<file path="config.mk">
export PLATFORM = sky130hd
export DESIGN_NAME = host_port
export DESIGN_NICKNAME = d
export VERILOG_FILES = /design/src/host_port_pkg.sv /design/src/pixel_fifo.sv /design/src/host_port.sv
export SDC_FILE = /design/constraint.sdc
export NUM_CORES = 1
export LEC_CHECK = 0
export BUFFER_PORTS_ARGS = -buffer_cell sky130_fd_sc_hd__buf_4
export CORE_AREA = 2 2 280 282
export CTS_CLUSTER_SIZE = 28
export DETAILED_ROUTE_END_ITERATION = 8
export DIE_AREA = 0 0 282 284
export GPL_ROUTABILITY_DRIVEN = 0
export PLACE_DENSITY = 0.67
export SLEW_MARGIN = 10
export SYNTH_ARGS = -nofsm -noshare
export SYNTH_HDL_FRONTEND = slang
export SYNTH_SLANG_ARGS = --single-unit
export TNS_END_PERCENT = 5
</file>
<file path="constraint.sdc">
create_clock -name sys_clk -period 6.57 [get_ports sys_clk]
set_input_delay 0.657 -clock sys_clk [delete_from_list [all_inputs] [get_ports sys_clk]]
set_output_delay 0.657 -clock sys_clk [all_outputs]
set_load 0.03 [all_outputs]
</file>
<file path="src/host_port_pkg.sv">
// constants and types shared by the parallel host port, its checker and its bench
// assumes the surrounding core supplies the display timing blank levels
// How it works
// - strap low selects 6800 style enable and direction strobes.
// - strap high selects 8080 style separate read and write strobes.
// - 6800 with enable high: chip select rising edge captures the bus.
// - 6800 with chip select low: enable falling edge captures the bus.
// - 8080 write: write strobe low with select low, captured on its rise.
// - 8080 read begins at read strobe low, ends at its rise.
// - commands and register accesses use only bus lines 7 to 0; register reads also drive lines 23 to 8 low.
// - upper bus lines carry pixel data only, never commands or parameters.
// - pixel packing is chosen by the pixel interface configuration command.
// - widths 8, 9, 16, 18 and 24 bits are supported in both styles.
// - pixels are unpacked from one or more cycles per width; don't-cares ignored.
// - tear indicator high during non-display, low during active lines.
// - tear indicator reflects vertical only or vertical plus horizontal blank.
// - tear indicator comes from display timing blank levels; port combines and registers them.
// - commands rejected in reset and deep sleep, accepted in sleep and display.
// - each frame buffer access steps the address counter up or down by one.
package host_port_pkg;
    localparam int BUS_W = 24;
    localparam int PIX_W = 24;
    localparam int ADDR_W = 21;
    localparam int FIFO_DEPTH = 32;
    localparam logic [7:0] CMD_WRITE_MEM_START = 8'h2c;
    localparam logic [7:0] CMD_READ_MEM_START = 8'h2e;
    localparam logic [7:0] CMD_WRITE_MEM_CONT = 8'h3c;
    localparam logic [7:0] CMD_READ_MEM_CONT = 8'h3e;
    localparam logic [7:0] CMD_PIXEL_IF = 8'hf0;
    localparam logic [2:0] PIF_8 = 3'h0;
    localparam logic [2:0] PIF_12 = 3'h1;
    localparam logic [2:0] PIF_16 = 3'h2;
    localparam logic [2:0] PIF_16_565 = 3'h3;
    localparam logic [2:0] PIF_18 = 3'h4;
    localparam logic [2:0] PIF_24 = 3'h5;
    localparam logic [2:0] PIF_9 = 3'h6;
    localparam logic [2:0] PIF_RESET = 3'h0;
    localparam logic [ADDR_W-1:0] ADDR_RESET = 21'h000000;
    typedef enum logic [1:0] {
        PWR_RESET,
        PWR_DEEP_SLEEP,
        PWR_SLEEP,
        PWR_DISPLAY
    } power_state_t;
    typedef enum logic [1:0] {
        ACC_IDLE,
        ACC_WRITE_MEM,
        ACC_READ_MEM,
        ACC_PARAM
    } access_t;
endpackage

</file>
<file path="src/pixel_fifo.sv">
// pixel fifo between the host port and the frame buffer write side
// assumes both sides on sys_clk; storage in flip-flops
`timescale 1ns/1ps
`default_nettype none
module pixel_fifo #(
    parameter int WIDTH = 24,
    parameter int DEPTH = 32
) (
    // clock and reset
    input wire logic sys_clk,
    input wire logic rst_n,
    // fill side
    input wire logic in_valid,
    output logic in_ready,
    input wire logic [WIDTH-1:0] in_data,
    // drain side
    output logic out_valid,
    input wire logic out_ready,
    output logic [WIDTH-1:0] out_data
);
    localparam int AW = $clog2(DEPTH);
    if (DEPTH < 2 || (1 << AW) != DEPTH) begin : g_bad_depth
        $error("pixel_fifo depth must be a power of two of at least 2");
    end
    logic [WIDTH-1:0] mem_ff [DEPTH];
    logic [AW:0] wr_ff, nxt_wr, rd_ff, nxt_rd;
    logic do_wr, do_rd;
    always_comb begin
        in_ready = (wr_ff - rd_ff) != DEPTH[AW:0];
        out_valid = wr_ff != rd_ff;
        do_wr = in_valid && in_ready;
        do_rd = out_valid && out_ready;
        nxt_wr = wr_ff + (AW+1)'(do_wr);
        nxt_rd = rd_ff + (AW+1)'(do_rd);
        out_data = mem_ff[rd_ff[AW-1:0]];
    end
    always_ff @(posedge sys_clk or negedge rst_n) begin
        if (!rst_n) begin
            wr_ff <= '0;
            rd_ff <= '0;
        end else begin
            wr_ff <= nxt_wr;
            rd_ff <= nxt_rd;
        end
    end
    // data storage needs no reset; emptiness is tracked by the pointers
    always_ff @(posedge sys_clk) begin
        if (do_wr) begin
            mem_ff[wr_ff[AW-1:0]] <= in_data;
        end
    end
endmodule // pixel_fifo
`default_nettype wire

</file>
<file path="src/host_port.sv">
// parallel host port: strobe decode, command/parameter split, pixel unpack
// assumes pins are asynchronous to sys_clk; frame buffer and timing sit outside
`timescale 1ns/1ps
`default_nettype none
module host_port #(
    parameter int FIFO_DEPTH = host_port_pkg::FIFO_DEPTH
) (
    // clock and reset
    input wire logic sys_clk,
    input wire logic rst_n,
    // host pins
    input wire logic mode_strap,
    input wire logic cs_n,
    input wire logic dc_sel,
    input wire logic en_rd_n,
    input wire logic rw_wr_n,
    input wire logic [host_port_pkg::BUS_W-1:0] bus_in,
    output logic [host_port_pkg::BUS_W-1:0] bus_out,
    output logic [host_port_pkg::BUS_W-1:0] bus_oe_n,
    output logic tear_indicator,
    // power manager and address mode
    input wire host_port_pkg::power_state_t power_state,
    input wire logic addr_decrement,
    // display timing
    input wire logic vertical_blank_window,
    input wire logic horiz_blank,
    input wire logic tear_with_horiz,
    // command and parameter bytes to the core
    output logic cmd_valid,
    output logic [7:0] cmd_byte,
    output logic param_valid,
    output logic [7:0] param_byte,
    output logic [7:0] param_cmd,
    input wire logic [7:0] reg_read_byte,
    // frame buffer side
    output logic pix_valid,
    input wire logic pix_ready,
    output logic [host_port_pkg::PIX_W-1:0] pix_data,
    output logic [host_port_pkg::ADDR_W-1:0] fb_addr,
    output logic fb_read_req,
    input wire logic [host_port_pkg::PIX_W-1:0] fb_read_data,
    output logic pix_stall,
    output logic [2:0] pixel_if
);
    // pins pass two flops before use
    logic [4:0] s1_ff, s2_ff, ctl_q_ff;
    logic [23:0] d1_ff, d2_ff;
    logic mode_8080, cs, dc, e_rd, rw_wr;
    always_ff @(posedge sys_clk or negedge rst_n) begin
        if (!rst_n) begin
            s1_ff <= 5'h1f;
            s2_ff <= 5'h1f;
            ctl_q_ff <= 5'h1f;
            d1_ff <= 24'h000000;
            d2_ff <= 24'h000000;
        end else begin
            s1_ff <= {mode_strap, cs_n, dc_sel, en_rd_n, rw_wr_n};
            s2_ff <= s1_ff;
            ctl_q_ff <= s2_ff;
            d1_ff <= bus_in;
            d2_ff <= d1_ff;
        end
    end
    always_comb begin
        {mode_8080, cs, dc, e_rd, rw_wr} = s2_ff;
    end
    // strobe edges, seen in the sync domain; data is taken from the same stage
    logic wr_strobe, rd_begin, rd_end;
    always_comb begin
        wr_strobe = 1'b0;
        rd_begin = 1'b0;
        rd_end = 1'b0;
        if (mode_8080) begin
            wr_strobe = rw_wr && !ctl_q_ff[0] && !cs;
            rd_begin = !e_rd && ctl_q_ff[1] && !cs;
            rd_end = e_rd && !ctl_q_ff[1];
        end else begin
            // chip-select clocked style when enable is high
            if (e_rd && cs && !ctl_q_ff[3]) begin
                wr_strobe = !rw_wr;
                rd_end = rw_wr;
            end
            // enable clocked style when chip select is low
            if (!cs && !e_rd && ctl_q_ff[1]) begin
                wr_strobe = !rw_wr;
                rd_end = rw_wr;
            end
            rd_begin = rw_wr && !cs && e_rd && (ctl_q_ff[1] == 1'b0 || ctl_q_ff[3]);
        end
    end
    logic accepting;
    always_comb begin
        // clock generator is stopped in reset and deep sleep
        accepting = power_state == host_port_pkg::PWR_SLEEP
                 || power_state == host_port_pkg::PWR_DISPLAY;
    end
    // access state, pixel format, address counter, unpacking
    host_port_pkg::access_t acc_ff, nxt_acc;
    logic [2:0] pif_ff, nxt_pif;
    logic [7:0] last_cmd_ff, nxt_last_cmd;
    logic [host_port_pkg::ADDR_W-1:0] addr_ff, nxt_addr;
    logic [1:0] phase_ff, nxt_phase;
    logic [23:0] acc_pix_ff, nxt_acc_pix;
    logic cmd_v_ff, nxt_cmd_v, par_v_ff, nxt_par_v;
    logic [7:0] cmd_b_ff, nxt_cmd_b, par_b_ff, nxt_par_b;
    logic push;
    logic [23:0] push_data;
    logic fifo_in_ready;
    logic [23:0] rd_ff, nxt_rd;
    logic rd_drive_ff, nxt_rd_drive, fb_rreq_ff, nxt_fb_rreq;
    function automatic logic [23:0] unpack(input logic [2:0] fmt, input logic [1:0] ph,
                                           input logic [23:0] acc, input logic [23:0] d,
                                           output logic done);
        logic [23:0] r;
        r = acc;
        done = 1'b0;
        unique case (fmt)
            host_port_pkg::PIF_24: begin
                r = d;
                done = 1'b1;
            end
            host_port_pkg::PIF_18: begin
                r = {d[17:12], 2'b00, d[11:6], 2'b00, d[5:0], 2'b00};
                done = 1'b1;
            end
            host_port_pkg::PIF_16_565: begin
                r = {d[15:11], 3'b000, d[10:5], 2'b00, d[4:0], 3'b000};
                done = 1'b1;
            end
            host_port_pkg::PIF_9: begin
                // first cycle red and upper green, second lower green and blue
                if (ph == 2'd0) begin
                    r = {d[8:3], 2'b00, d[2:0], 5'h00, 8'h00};
                end else begin
                    r = {acc[23:13], d[8:6], 2'b00, d[5:0], 2'b00};
                    done = 1'b1;
                end
            end
            host_port_pkg::PIF_16: begin
                // three cycles carry two pixels; emit one per completed pixel
                unique case (ph)
                    2'd0: r = {d[15:8], d[7:0], 8'h00};
                    2'd1: begin
                        r = {acc[23:8], d[15:8]};
                        done = 1'b1;
                    end
                    default: begin
                        // second pixel: red was held over from the middle cycle
                        r = {acc[23:16], d[15:0]};
                        done = 1'b1;
                    end
                endcase
            end
            default: begin
                // 8-bit bus: three byte cycles red, green, blue
                unique case (ph)
                    2'd0: r = {d[7:0], 16'h0000};
                    2'd1: r = {acc[23:16], d[7:0], 8'h00};
                    default: begin
                        r = {acc[23:8], d[7:0]};
                        done = 1'b1;
                    end
                endcase
            end
        endcase
        return r;
    endfunction
    logic pix_done;
    logic [23:0] pix_word;
    always_comb begin
        nxt_acc = acc_ff;
        nxt_pif = pif_ff;
        nxt_last_cmd = last_cmd_ff;
        nxt_addr = addr_ff;
        nxt_phase = phase_ff;
        nxt_acc_pix = acc_pix_ff;
        nxt_cmd_v = 1'b0;
        nxt_par_v = 1'b0;
        nxt_cmd_b = cmd_b_ff;
        nxt_par_b = par_b_ff;
        nxt_rd = rd_ff;
        nxt_rd_drive = rd_drive_ff;
        nxt_fb_rreq = 1'b0;
        push = 1'b0;
        push_data = acc_pix_ff;
        pix_word = unpack(pif_ff, phase_ff, acc_pix_ff, d2_ff, pix_done);
        if (wr_strobe && accepting) begin
            if (!dc) begin
                nxt_cmd_b = d2_ff[7:0];
                nxt_cmd_v = 1'b1;
                nxt_last_cmd = d2_ff[7:0];
                nxt_phase = 2'd0;
                unique case (d2_ff[7:0])
                    host_port_pkg::CMD_WRITE_MEM_START,
                    host_port_pkg::CMD_WRITE_MEM_CONT: nxt_acc = host_port_pkg::ACC_WRITE_MEM;
                    host_port_pkg::CMD_READ_MEM_START,
                    host_port_pkg::CMD_READ_MEM_CONT: nxt_acc = host_port_pkg::ACC_READ_MEM;
                    default: nxt_acc = host_port_pkg::ACC_PARAM;
                endcase
                if (d2_ff[7:0] == host_port_pkg::CMD_WRITE_MEM_START
                    || d2_ff[7:0] == host_port_pkg::CMD_READ_MEM_START) begin
                    nxt_addr = host_port_pkg::ADDR_RESET;
                end
            end else if (acc_ff == host_port_pkg::ACC_WRITE_MEM) begin
                // the middle 16-bit cycle's low byte is the next pixel's red
                nxt_acc_pix = (pif_ff == host_port_pkg::PIF_16 && phase_ff == 2'd1)
                            ? {d2_ff[7:0], 16'h0000} : pix_word;
                nxt_phase = (pix_done && pif_ff != host_port_pkg::PIF_16) ? 2'd0
                          : (phase_ff == 2'd2 ? 2'd0 : phase_ff + 2'd1);
                if (pix_done) begin
                    push = 1'b1;
                    push_data = pix_word;
                    nxt_addr = addr_decrement ? addr_ff - 21'h1 : addr_ff + 21'h1;
                end
            end else begin
                // parameters ride only on the low byte
                nxt_par_b = d2_ff[7:0];
                nxt_par_v = 1'b1;
                if (last_cmd_ff == host_port_pkg::CMD_PIXEL_IF) begin
                    nxt_pif = d2_ff[2:0];
                end
            end
        end
        if (rd_begin && accepting) begin
            nxt_rd_drive = 1'b1;
            if (dc && acc_ff == host_port_pkg::ACC_READ_MEM) begin
                nxt_rd = fb_read_data;
                nxt_fb_rreq = 1'b1;
                nxt_addr = addr_decrement ? addr_ff - 21'h1 : addr_ff + 21'h1;
            end else begin
                nxt_rd = {16'h0000, reg_read_byte};
            end
        end
        if (rd_end) begin
            nxt_rd_drive = 1'b0;
        end
    end
    always_ff @(posedge sys_clk or negedge rst_n) begin
        if (!rst_n) begin
            acc_ff <= host_port_pkg::ACC_IDLE;
            pif_ff <= host_port_pkg::PIF_RESET;
            last_cmd_ff <= 8'h00;
            addr_ff <= host_port_pkg::ADDR_RESET;
            phase_ff <= 2'd0;
            acc_pix_ff <= 24'h000000;
            cmd_v_ff <= 1'b0;
            par_v_ff <= 1'b0;
            cmd_b_ff <= 8'h00;
            par_b_ff <= 8'h00;
            rd_ff <= 24'h000000;
            rd_drive_ff <= 1'b0;
            fb_rreq_ff <= 1'b0;
        end else begin
            acc_ff <= nxt_acc;
            pif_ff <= nxt_pif;
            last_cmd_ff <= nxt_last_cmd;
            addr_ff <= nxt_addr;
            phase_ff <= nxt_phase;
            acc_pix_ff <= nxt_acc_pix;
            cmd_v_ff <= nxt_cmd_v;
            par_v_ff <= nxt_par_v;
            cmd_b_ff <= nxt_cmd_b;
            par_b_ff <= nxt_par_b;
            rd_ff <= nxt_rd;
            rd_drive_ff <= nxt_rd_drive;
            fb_rreq_ff <= nxt_fb_rreq;
        end
    end
    // a push while full is lost; pix_stall tells the core to hold off the host
    pixel_fifo #(
        .WIDTH(host_port_pkg::PIX_W),
        .DEPTH(FIFO_DEPTH)
    ) u_fifo (
        .sys_clk(sys_clk),
        .rst_n(rst_n),
        .in_valid(push),
        .in_ready(fifo_in_ready),
        .in_data(push_data),
        .out_valid(pix_valid),
        .out_ready(pix_ready),
        .out_data(pix_data)
    );
    logic tear_ff;
    always_ff @(posedge sys_clk or negedge rst_n) begin
        if (!rst_n) begin
            tear_ff <= 1'b0;
        end else begin
            // blank levels come from timing logic on this clock
            tear_ff <= vertical_blank_window || (tear_with_horiz && horiz_blank);
        end
    end
    always_comb begin
        cmd_valid = cmd_v_ff;
        cmd_byte = cmd_b_ff;
        param_valid = par_v_ff;
        param_byte = par_b_ff;
        param_cmd = last_cmd_ff;
        fb_addr = addr_ff;
        fb_read_req = fb_rreq_ff;
        pix_stall = !fifo_in_ready;
        pixel_if = pif_ff;
        bus_out = rd_ff;
        bus_oe_n = rd_drive_ff ? 24'h000000 : 24'hffffff;
        tear_indicator = tear_ff;
    end
endmodule // host_port
`default_nettype wire

</file>
==> summary.txt, run 1 <==
Run status
  – Status: complete, no violations

Logic synthesis
  – Syn avg cell area: about 18 um^2
  – Yosys warns: 0
  – Post-synth EDFFs: ~770
  – Post-synth net total: between 2k and 2.5k
  – Post-Synthesis Cells: 2122
  – Seq/Total Area, Yosys: 71.50%
  – Asr flop ratio synth: 18.12%
  – Synth Register Bits: 938
  – Post-synth top flop: edfxtp_1
  – Distinct cell type count after synthesis: 78
  – Mapped Area: 38230 um^2

Setup path
  – Startpoint types: flip-flop
  – Critical path, cell by cell: clkinv_1 > ha_1 > nor2b_1 > o21a_1 > o21ai_0 > a21boi_0 > or4b_4 > nand4b_4 > nor3_2 > buf_4
  – Worst Path Max Fanout: 18
  – CP top delay family: simple AND/OR/NAND/NOR gates
  – Slowest cell on crit path: dfrtp_1
  – CP Class: reg2reg
  – Crit path depth: 10
  – Crit path buf inv count: 2
  – Crit. End Element: flip-flop
  – Peak per-stage delay on the critical path: 1060 ps
  – Crit path DAT: 5000 ps
  – Depth of the worst register-to-register path: 10
  – Worst EP required: roughly 7000 ps

Final layout
  – Fill cells: 5773
  – Layout cells sized above 1: 30.75%
  – Most frequent cells in the layout: edfxtp_1 (768), buf_4 (244), mux4_2 (240), nand2_1 (216), dfrtp_1 (154)
  – Synth-to-Final Area Change: 14.86%
  – Finished Cell Area: ~44000 um^2
  – Final nets: 2408
  – Total inserted antenna cells: 0
  – Most common cell after layout, fill and taps aside: edfxtp_1

Job
  – Max-cap violation count: 0

GRT
  – Initial antenna violation count: 0
  – Met3 Track Usage GR: 3.590%
  – Vias in the first global route: 20.81k
  – Total track usage: approximately a fifth
  – Grt met1 use: between 30% and 40%
  – Global-route wire length before repair: around 130 mm
  – GR Overflow Total: 0
  – Top Usage Layer GRT: met2
  – GR Layer Usage met2: roughly a third
  – Largest net degree at the start of global routing: 167

Timing
  – Skew final: 26.31 ps
  – Fin crit share: 71.43%
  – Final slew viol count: 0
  – Endpoints failing setup: 0
  – Max-slew headroom: 23.01%
  – RSZ-0062 raised after global routing: no
  – Setup TNS: 0 ps
  – Maximum clock frequency: 0.2131 GHz
  – Hold_ws: 43.13 ps
  – Final Hold Fails: 0
  – Slew at the pin closest to its max-slew limit: 1155 ps
  – Final WS setup: 1877 ps
  – Final min period: 4693 ps

Power
  – P per Cell Area: 382.2 nW/um^2
  – Total power: 16.78 mW
  – P_leak: 15.03 nW
  – Peak supply drop: 0.3384 mV

Drt
  – DRT Wirelength: 84.06 mm
  – First drt pass iteration count: 7
  – DRC marker count from the first detailed-route iteration: 2068
  – Drc violations: 0
  – Via density: a little under 6
  – Routed len/inst: 24.55 um
  – Vias: 20.17k
  – DRT antenna net count: 0

Clock tree
  – Clock buffer depth: 3
  – Skew-Pair Late Insertion Delay: 650 ps
  – CTS Root Cell: clkbuf_16
  – Setup Buffers After CTS: 0
  – Post-cts sizing count: 0
  – Clock sinks: ~940
  – Hold_buf cts: 0
  – Worst-path clk slew: 60 ps
  – TritonCTS buffer count: 95
  – CTS tree: done
  – CTS H-tree lvls: 3

Die
  – Core area: 76960 um^2
  – Rows: 102
  – Die height: 284 um
  – Total die area: 80090 um^2
  – Horiz. Die Dim: 282 um
  – Starting density of the core: between 40% and 50%
  – Ports: 196

Placed design
  – Placed Area: 40870 um^2
  – Setup slack at placement: approximately 2000 ps
  – Post-detail-place hpwl: 49.61 mm
  – # port buffers: 194

Worst hold path
  – Worst min path class: in2async
path summary, 6_finish.rpt:
kind | startpoint | to | slack [ps]
setup / recovery | u_fifo.wr_ff[0] | u_fifo.mem_ff[4][11] | 1880
hold / removal | rst_n | bus_out[2] | 40
setup reg to reg | u_fifo.wr_ff[0] | u_fifo.mem_ff[4][11] | 1880
hold reg to reg | d1_ff[22] | d2_ff[22] | 350
max in group asynchronous | rst_n | fb_addr[16] | 5370
min in group sys_clk | bus_in[13] | d1_ff[13] | 120
power breakdown:
part           total, mW  switching [mW]  leakage (nW)  internal [mW]
Clock               5.14            2.18          1.45           2.96
Combinational       4.67            2.65          4.66           2.02
Sequential          6.97           0.243          8.93           6.73
Total               16.8            5.07          15.0           11.7
registers in the layout (all words and copies together) (netlist names), 8 cells and up:
name           count
u_fifo.mem_ff    768
acc_pix_ff        24
bus_out           24
d1_ff             24
d2_ff             24
fb_addr           21
cmd_byte           8
param_byte         8
final cells by class:
class | count | area [um^2] | area share (%)
Sequential cell | 938 | 27340 | 62.27
Inverter | 20 | 77.57 | 0.1767
Tap cell | 1040 | 1301 | 2.963
Clock buffer | 126 | 2544 | 5.793
Multi-Input combinational cell | 1007 | 10340 | 23.54
Clock inverter | 46 | 425.4 | 0.9688
Timing Repair Buffer | 247 | 1883 | 4.288
cell usage after synthesis (6+ instances only):
cell	count	area (um^2)
inv_1	17	63.81
nand3_1	21	105.1
a31oi_1	9	56.30
buf_1	8	30.03
a221oi_1	7	61.31
nand2b_1	10	62.56
nor3_1	37	185.2
buf_4	31	232.7
a21oi_1	55	275.3
dfstp_2	13	341.6
o21ai_0	103	515.5
edfxtp_1	768	23060
a21boi_0	8	60.06
dfrtp_1	157	3929
o22ai_1	8	50.05
xnor2_1	14	122.6
nor2_1	58	217.7
o211ai_1	6	45.04
mux2i_1	25	250.2
mux4_2	240	5405
nor2b_1	9	56.30
clkbuf_1	82	307.8
nand2_1	216	810.8
mux2_2	28	315.3
nand4_1	6	37.54
ha_1	28	350.3
a22o_1	11	96.34
a21o_1	10	75.07
xor2_1	14	122.6
buf_2	28	140.1
buf_6	6	67.56
cell families (layout without fill, tap and decap cells):
group	after synthesis	count (layout)	synth area share, %
compound gates	260	260	4.209
flops	938	938	71.50
fa+ha+maj	29	29	0.9688
mux	293	293	15.62
simple gates	397	397	4.769
buf+inv	177	439	2.298
xor+xnor	28	28	0.6415
layer usage:
layer	wire length [um]	part of all wire, %
met1	35070	42
met2	41490	49
met3	5465	6.5
met4	2033	2.4
met5	0	0
metrics by stage:
stage	utilization [%]	std cells
final	57.06	3424
after detailed placement	53.10	3252
after CTS	56.96	3424
after floorplan	-	2122
after global routing	57.06	3424
after global placement	53.10	3252
Note: power is estimated with default switching activity, not from simulation.
==> inputs of run 2 (changes only) <==
- PLACE_DENSITY: 0.67 -> 0.69
- clock period: 6.57 -> 3.9 ns (I/O delays scaled with it)
==> summary.txt, run 2 (synthesized netlist as in run 1, its figures left out) <==
Run status
  – Status: complete, no violations

Final layout
  – Fin util: 58.40% (+1.3 points)
  – Most frequent cells in the layout: edfxtp_1 (768), buf_4 (271), mux4_2 (240), nand2_1 (216), dfrtp_1 (154)
  – Fill cells: 5597 (-3.0%)
  – Most common cell after layout, fill and taps aside: edfxtp_1
  – Multi-input combinational cell area: 10450 um^2 (+1.0%)
  – Synth-to-Final Area Change: 17.55%
  – Total inserted antenna cells: 0 (unchanged)
  – Max reg flops: 768 (unchanged)
  – Final nets: 2487 (+3.3%)
  – FF/Latch Area: 27340 um^2 (unchanged)
  – Layout cells sized above 1: 31.28% (+0.53 points)

Setup path
  – Critical path, cell by cell: buf_12 > mux4_2 > mux4_2 > nand2_1 > nand2_1 > buf_4
  – Peak per-stage delay on the critical path: 520 ps (-540 ps)
  – CP Class: reg2out
  – Crit. End Element: primary output
  – Worst Path Max Fanout: 141 (+123)
  – Crit Reg-Reg Startpoint: u_fifo.rd_ff[1]
  – Crit path DAT: 3370 ps (-1630 ps)
  – CP top delay family: multiplexers
  – Slowest cell on crit path: buf_12
  – Crit path launch: u_fifo.rd_ff[1]
  – Startpoint types: flip-flop
  – Worst EP required: 3510 ps (-3360 ps)
  – Crit path buf inv count: 2 (unchanged)

Timing
  – Maximum clock frequency: around 0.27 GHz
  – Fin crit share: 96.44%
  – Skew final: 26.01 ps (-0.2960 ps)
  – Hold_ws: 25.30 ps (-17.83 ps)
  – Final Hold Fails: 0 (unchanged)
  – Endpoints failing setup: 0 (unchanged)
  – Final slew viol count: 0 (unchanged)
  – RSZ-0062 raised after global routing: no
  – Slew at the pin closest to its max-slew limit: 965.0 ps (-189.8 ps)
  – Max-slew headroom: 35.67% (+13 points)
  – Final WS setup: 139.0 ps (-1738 ps)
  – Final min period: roughly 3800 ps

Drt
  – First drt pass iteration count: 6 (-1)
  – Via density: 5.851 (-0.66%)
  – DRC marker count from the first detailed-route iteration: 2062 (-0.29%)
  – Routed len/inst: 23.91 um (-2.6%)
  – DRT Wirelength: 83.87 mm (-0.22%)
  – Drc violations: 0 (unchanged)
  – DRT antenna net count: 0 (unchanged)
  – Vias: 20.53k (+1.8%)

Die
  – Ports: 196 (unchanged)
  – Rows: 102 (unchanged)
  – Core area: 76960 um^2 (unchanged)
  – Total die area: 80090 um^2 (unchanged)
  – Horiz. Die Dim: 282 um (unchanged)
  – Starting density of the core: 49.68% (unchanged)
  – Die height: 284 um (unchanged)

GRT
  – Vias in the first global route: 21.26k (+2.2%)
  – GR Overflow Total: 0 (unchanged)
  – Total track usage: 21.30% (about the same)
  – Largest net degree at the start of global routing: 142 (-15%)
  – Global-route wire length before repair: 128.4 mm (+0.30%)
  – Initial antenna violation count: 0 (unchanged)

Clock tree
  – CTS H-tree lvls: 3 (unchanged)
  – Worst-path clk slew: 60 ps (about the same)
  – TritonCTS buffer count: 95 (unchanged)
  – Setup Buffers After CTS: 0 (unchanged)
  – Skew-Pair Late Insertion Delay: 650 ps (about the same)
  – Clock sinks: 938 (unchanged)
  – CTS tree: done
  – Clock buffer depth: 3 (unchanged)
  – CTS Root Cell: clkbuf_16

Job
  – Max-cap violation count: 0 (unchanged)

Power
  – Clock group share of total power: 31.1% (+0.5 points)
  – Sequential Power Share: 40.3% (-1.2 points)
  – Int Pwr: 20.09 mW (+72%)
  – P_leak: 15.69 nW (+4.4%)
  – Switching pwr: 8.670 mW (+71%)
  – P per Cell Area: 640.1 nW/um^2 (+67%)
  – Sw Share: 30.14% (-0.082 points)
  – Combinational power share: 28.5% (+0.7 points)
  – Peak supply drop: 0.4546 mV (+34%)

Placed design
  – Post-detail-place hpwl: 50.62 mm (+2.0%)
  – Setup slack at placement: 143.8 ps (-1841 ps)
  – # port buffers: 194 (unchanged)

Worst hold path
  – Hold_sp: fb_read_data[15]
  – Worst min path class: in2reg
==> run 2: worst paths after layout <==
kind                                               to  slack (ps)  cells past startpoint
worst max-delay path                      pix_data[8]         140                      6
worst min-delay path                      bus_out[15]          30                      3
worst max register to register  u_fifo.mem_ff[17][23]         360                     11
worst min register to register               d2_ff[7]         340                      0
max in group asynchronous             u_fifo.rd_ff[1]        2560                      3
min in group asynchronous                  bus_out[6]         380                      2
==> run 2: area by class of cell <==
cell class | count | share of cell area [%]
Tap cell | 1040 | 2.896
Sequential cell | 938 | 60.84
Timing Repair Buffer | 326 | 5.933
Multi-Input combinational cell | 1007 | 23.24
Clock buffer | 118 | 5.577
Inverter | 20 | 0.1698
Clock inverter | 59 | 1.342
==> run 2: timing repair <==
item	4_1_cts	5_1_grt
hold endpoints to repair	112	0
resized for setup	0	0
hold buffers	45	0
==> run 2: power by group through the flow <==
stage | Sequential, mW | Clock (mW) | Combinational (mW)
final | 11.6 | 8.96 | 8.21
after global routing | 11.6 | 9.54 | 8.76
after CTS | 11.6 | 9.14 | 8.29
after detailed placement | 11.8 | 0 | 8.21
after global placement | 11.8 | 0 | 8.11
after floorplan | 12.0 | 0 | 5.42
==> run 2: per-stage QoR <==
stage	TNS [ps]	std cells	instance area (um^2)	total power [mW]
detailed placement	0	3284	41340	20.00
finish	0	3508	44940	28.76
global route	0	3508	44940	29.93
CTS	0	3506	44900	29.02
global placement	0	3284	41340	19.89
floorplan	-45060	2122	38500	17.39
==> run 2: per-layer routing <==
layer | vias to the layer above | global-route usage, % | part of all wire [%]
met2 | 736 | 34.88 | 49
met4 | 0 | 6.383 | 2.7
met1 | 10680 | 29.48 | 42
met3 | 171 | 3.623 | 6.0
li1 | 8943 | - | -
met5 | - | 0 | 0
==> run 2: worst reg2reg max path: stages, from the launching register on <==
cell	delay [ps]
dfrtp_4	490
inv_1	70
ha_1	250
nor2b_1	150
o21a_1	200
or4_4	490
a21oi_2	150
or4b_4	520
nand4b_4	220
buf_4	300
nor3_4	60
buf_4	310
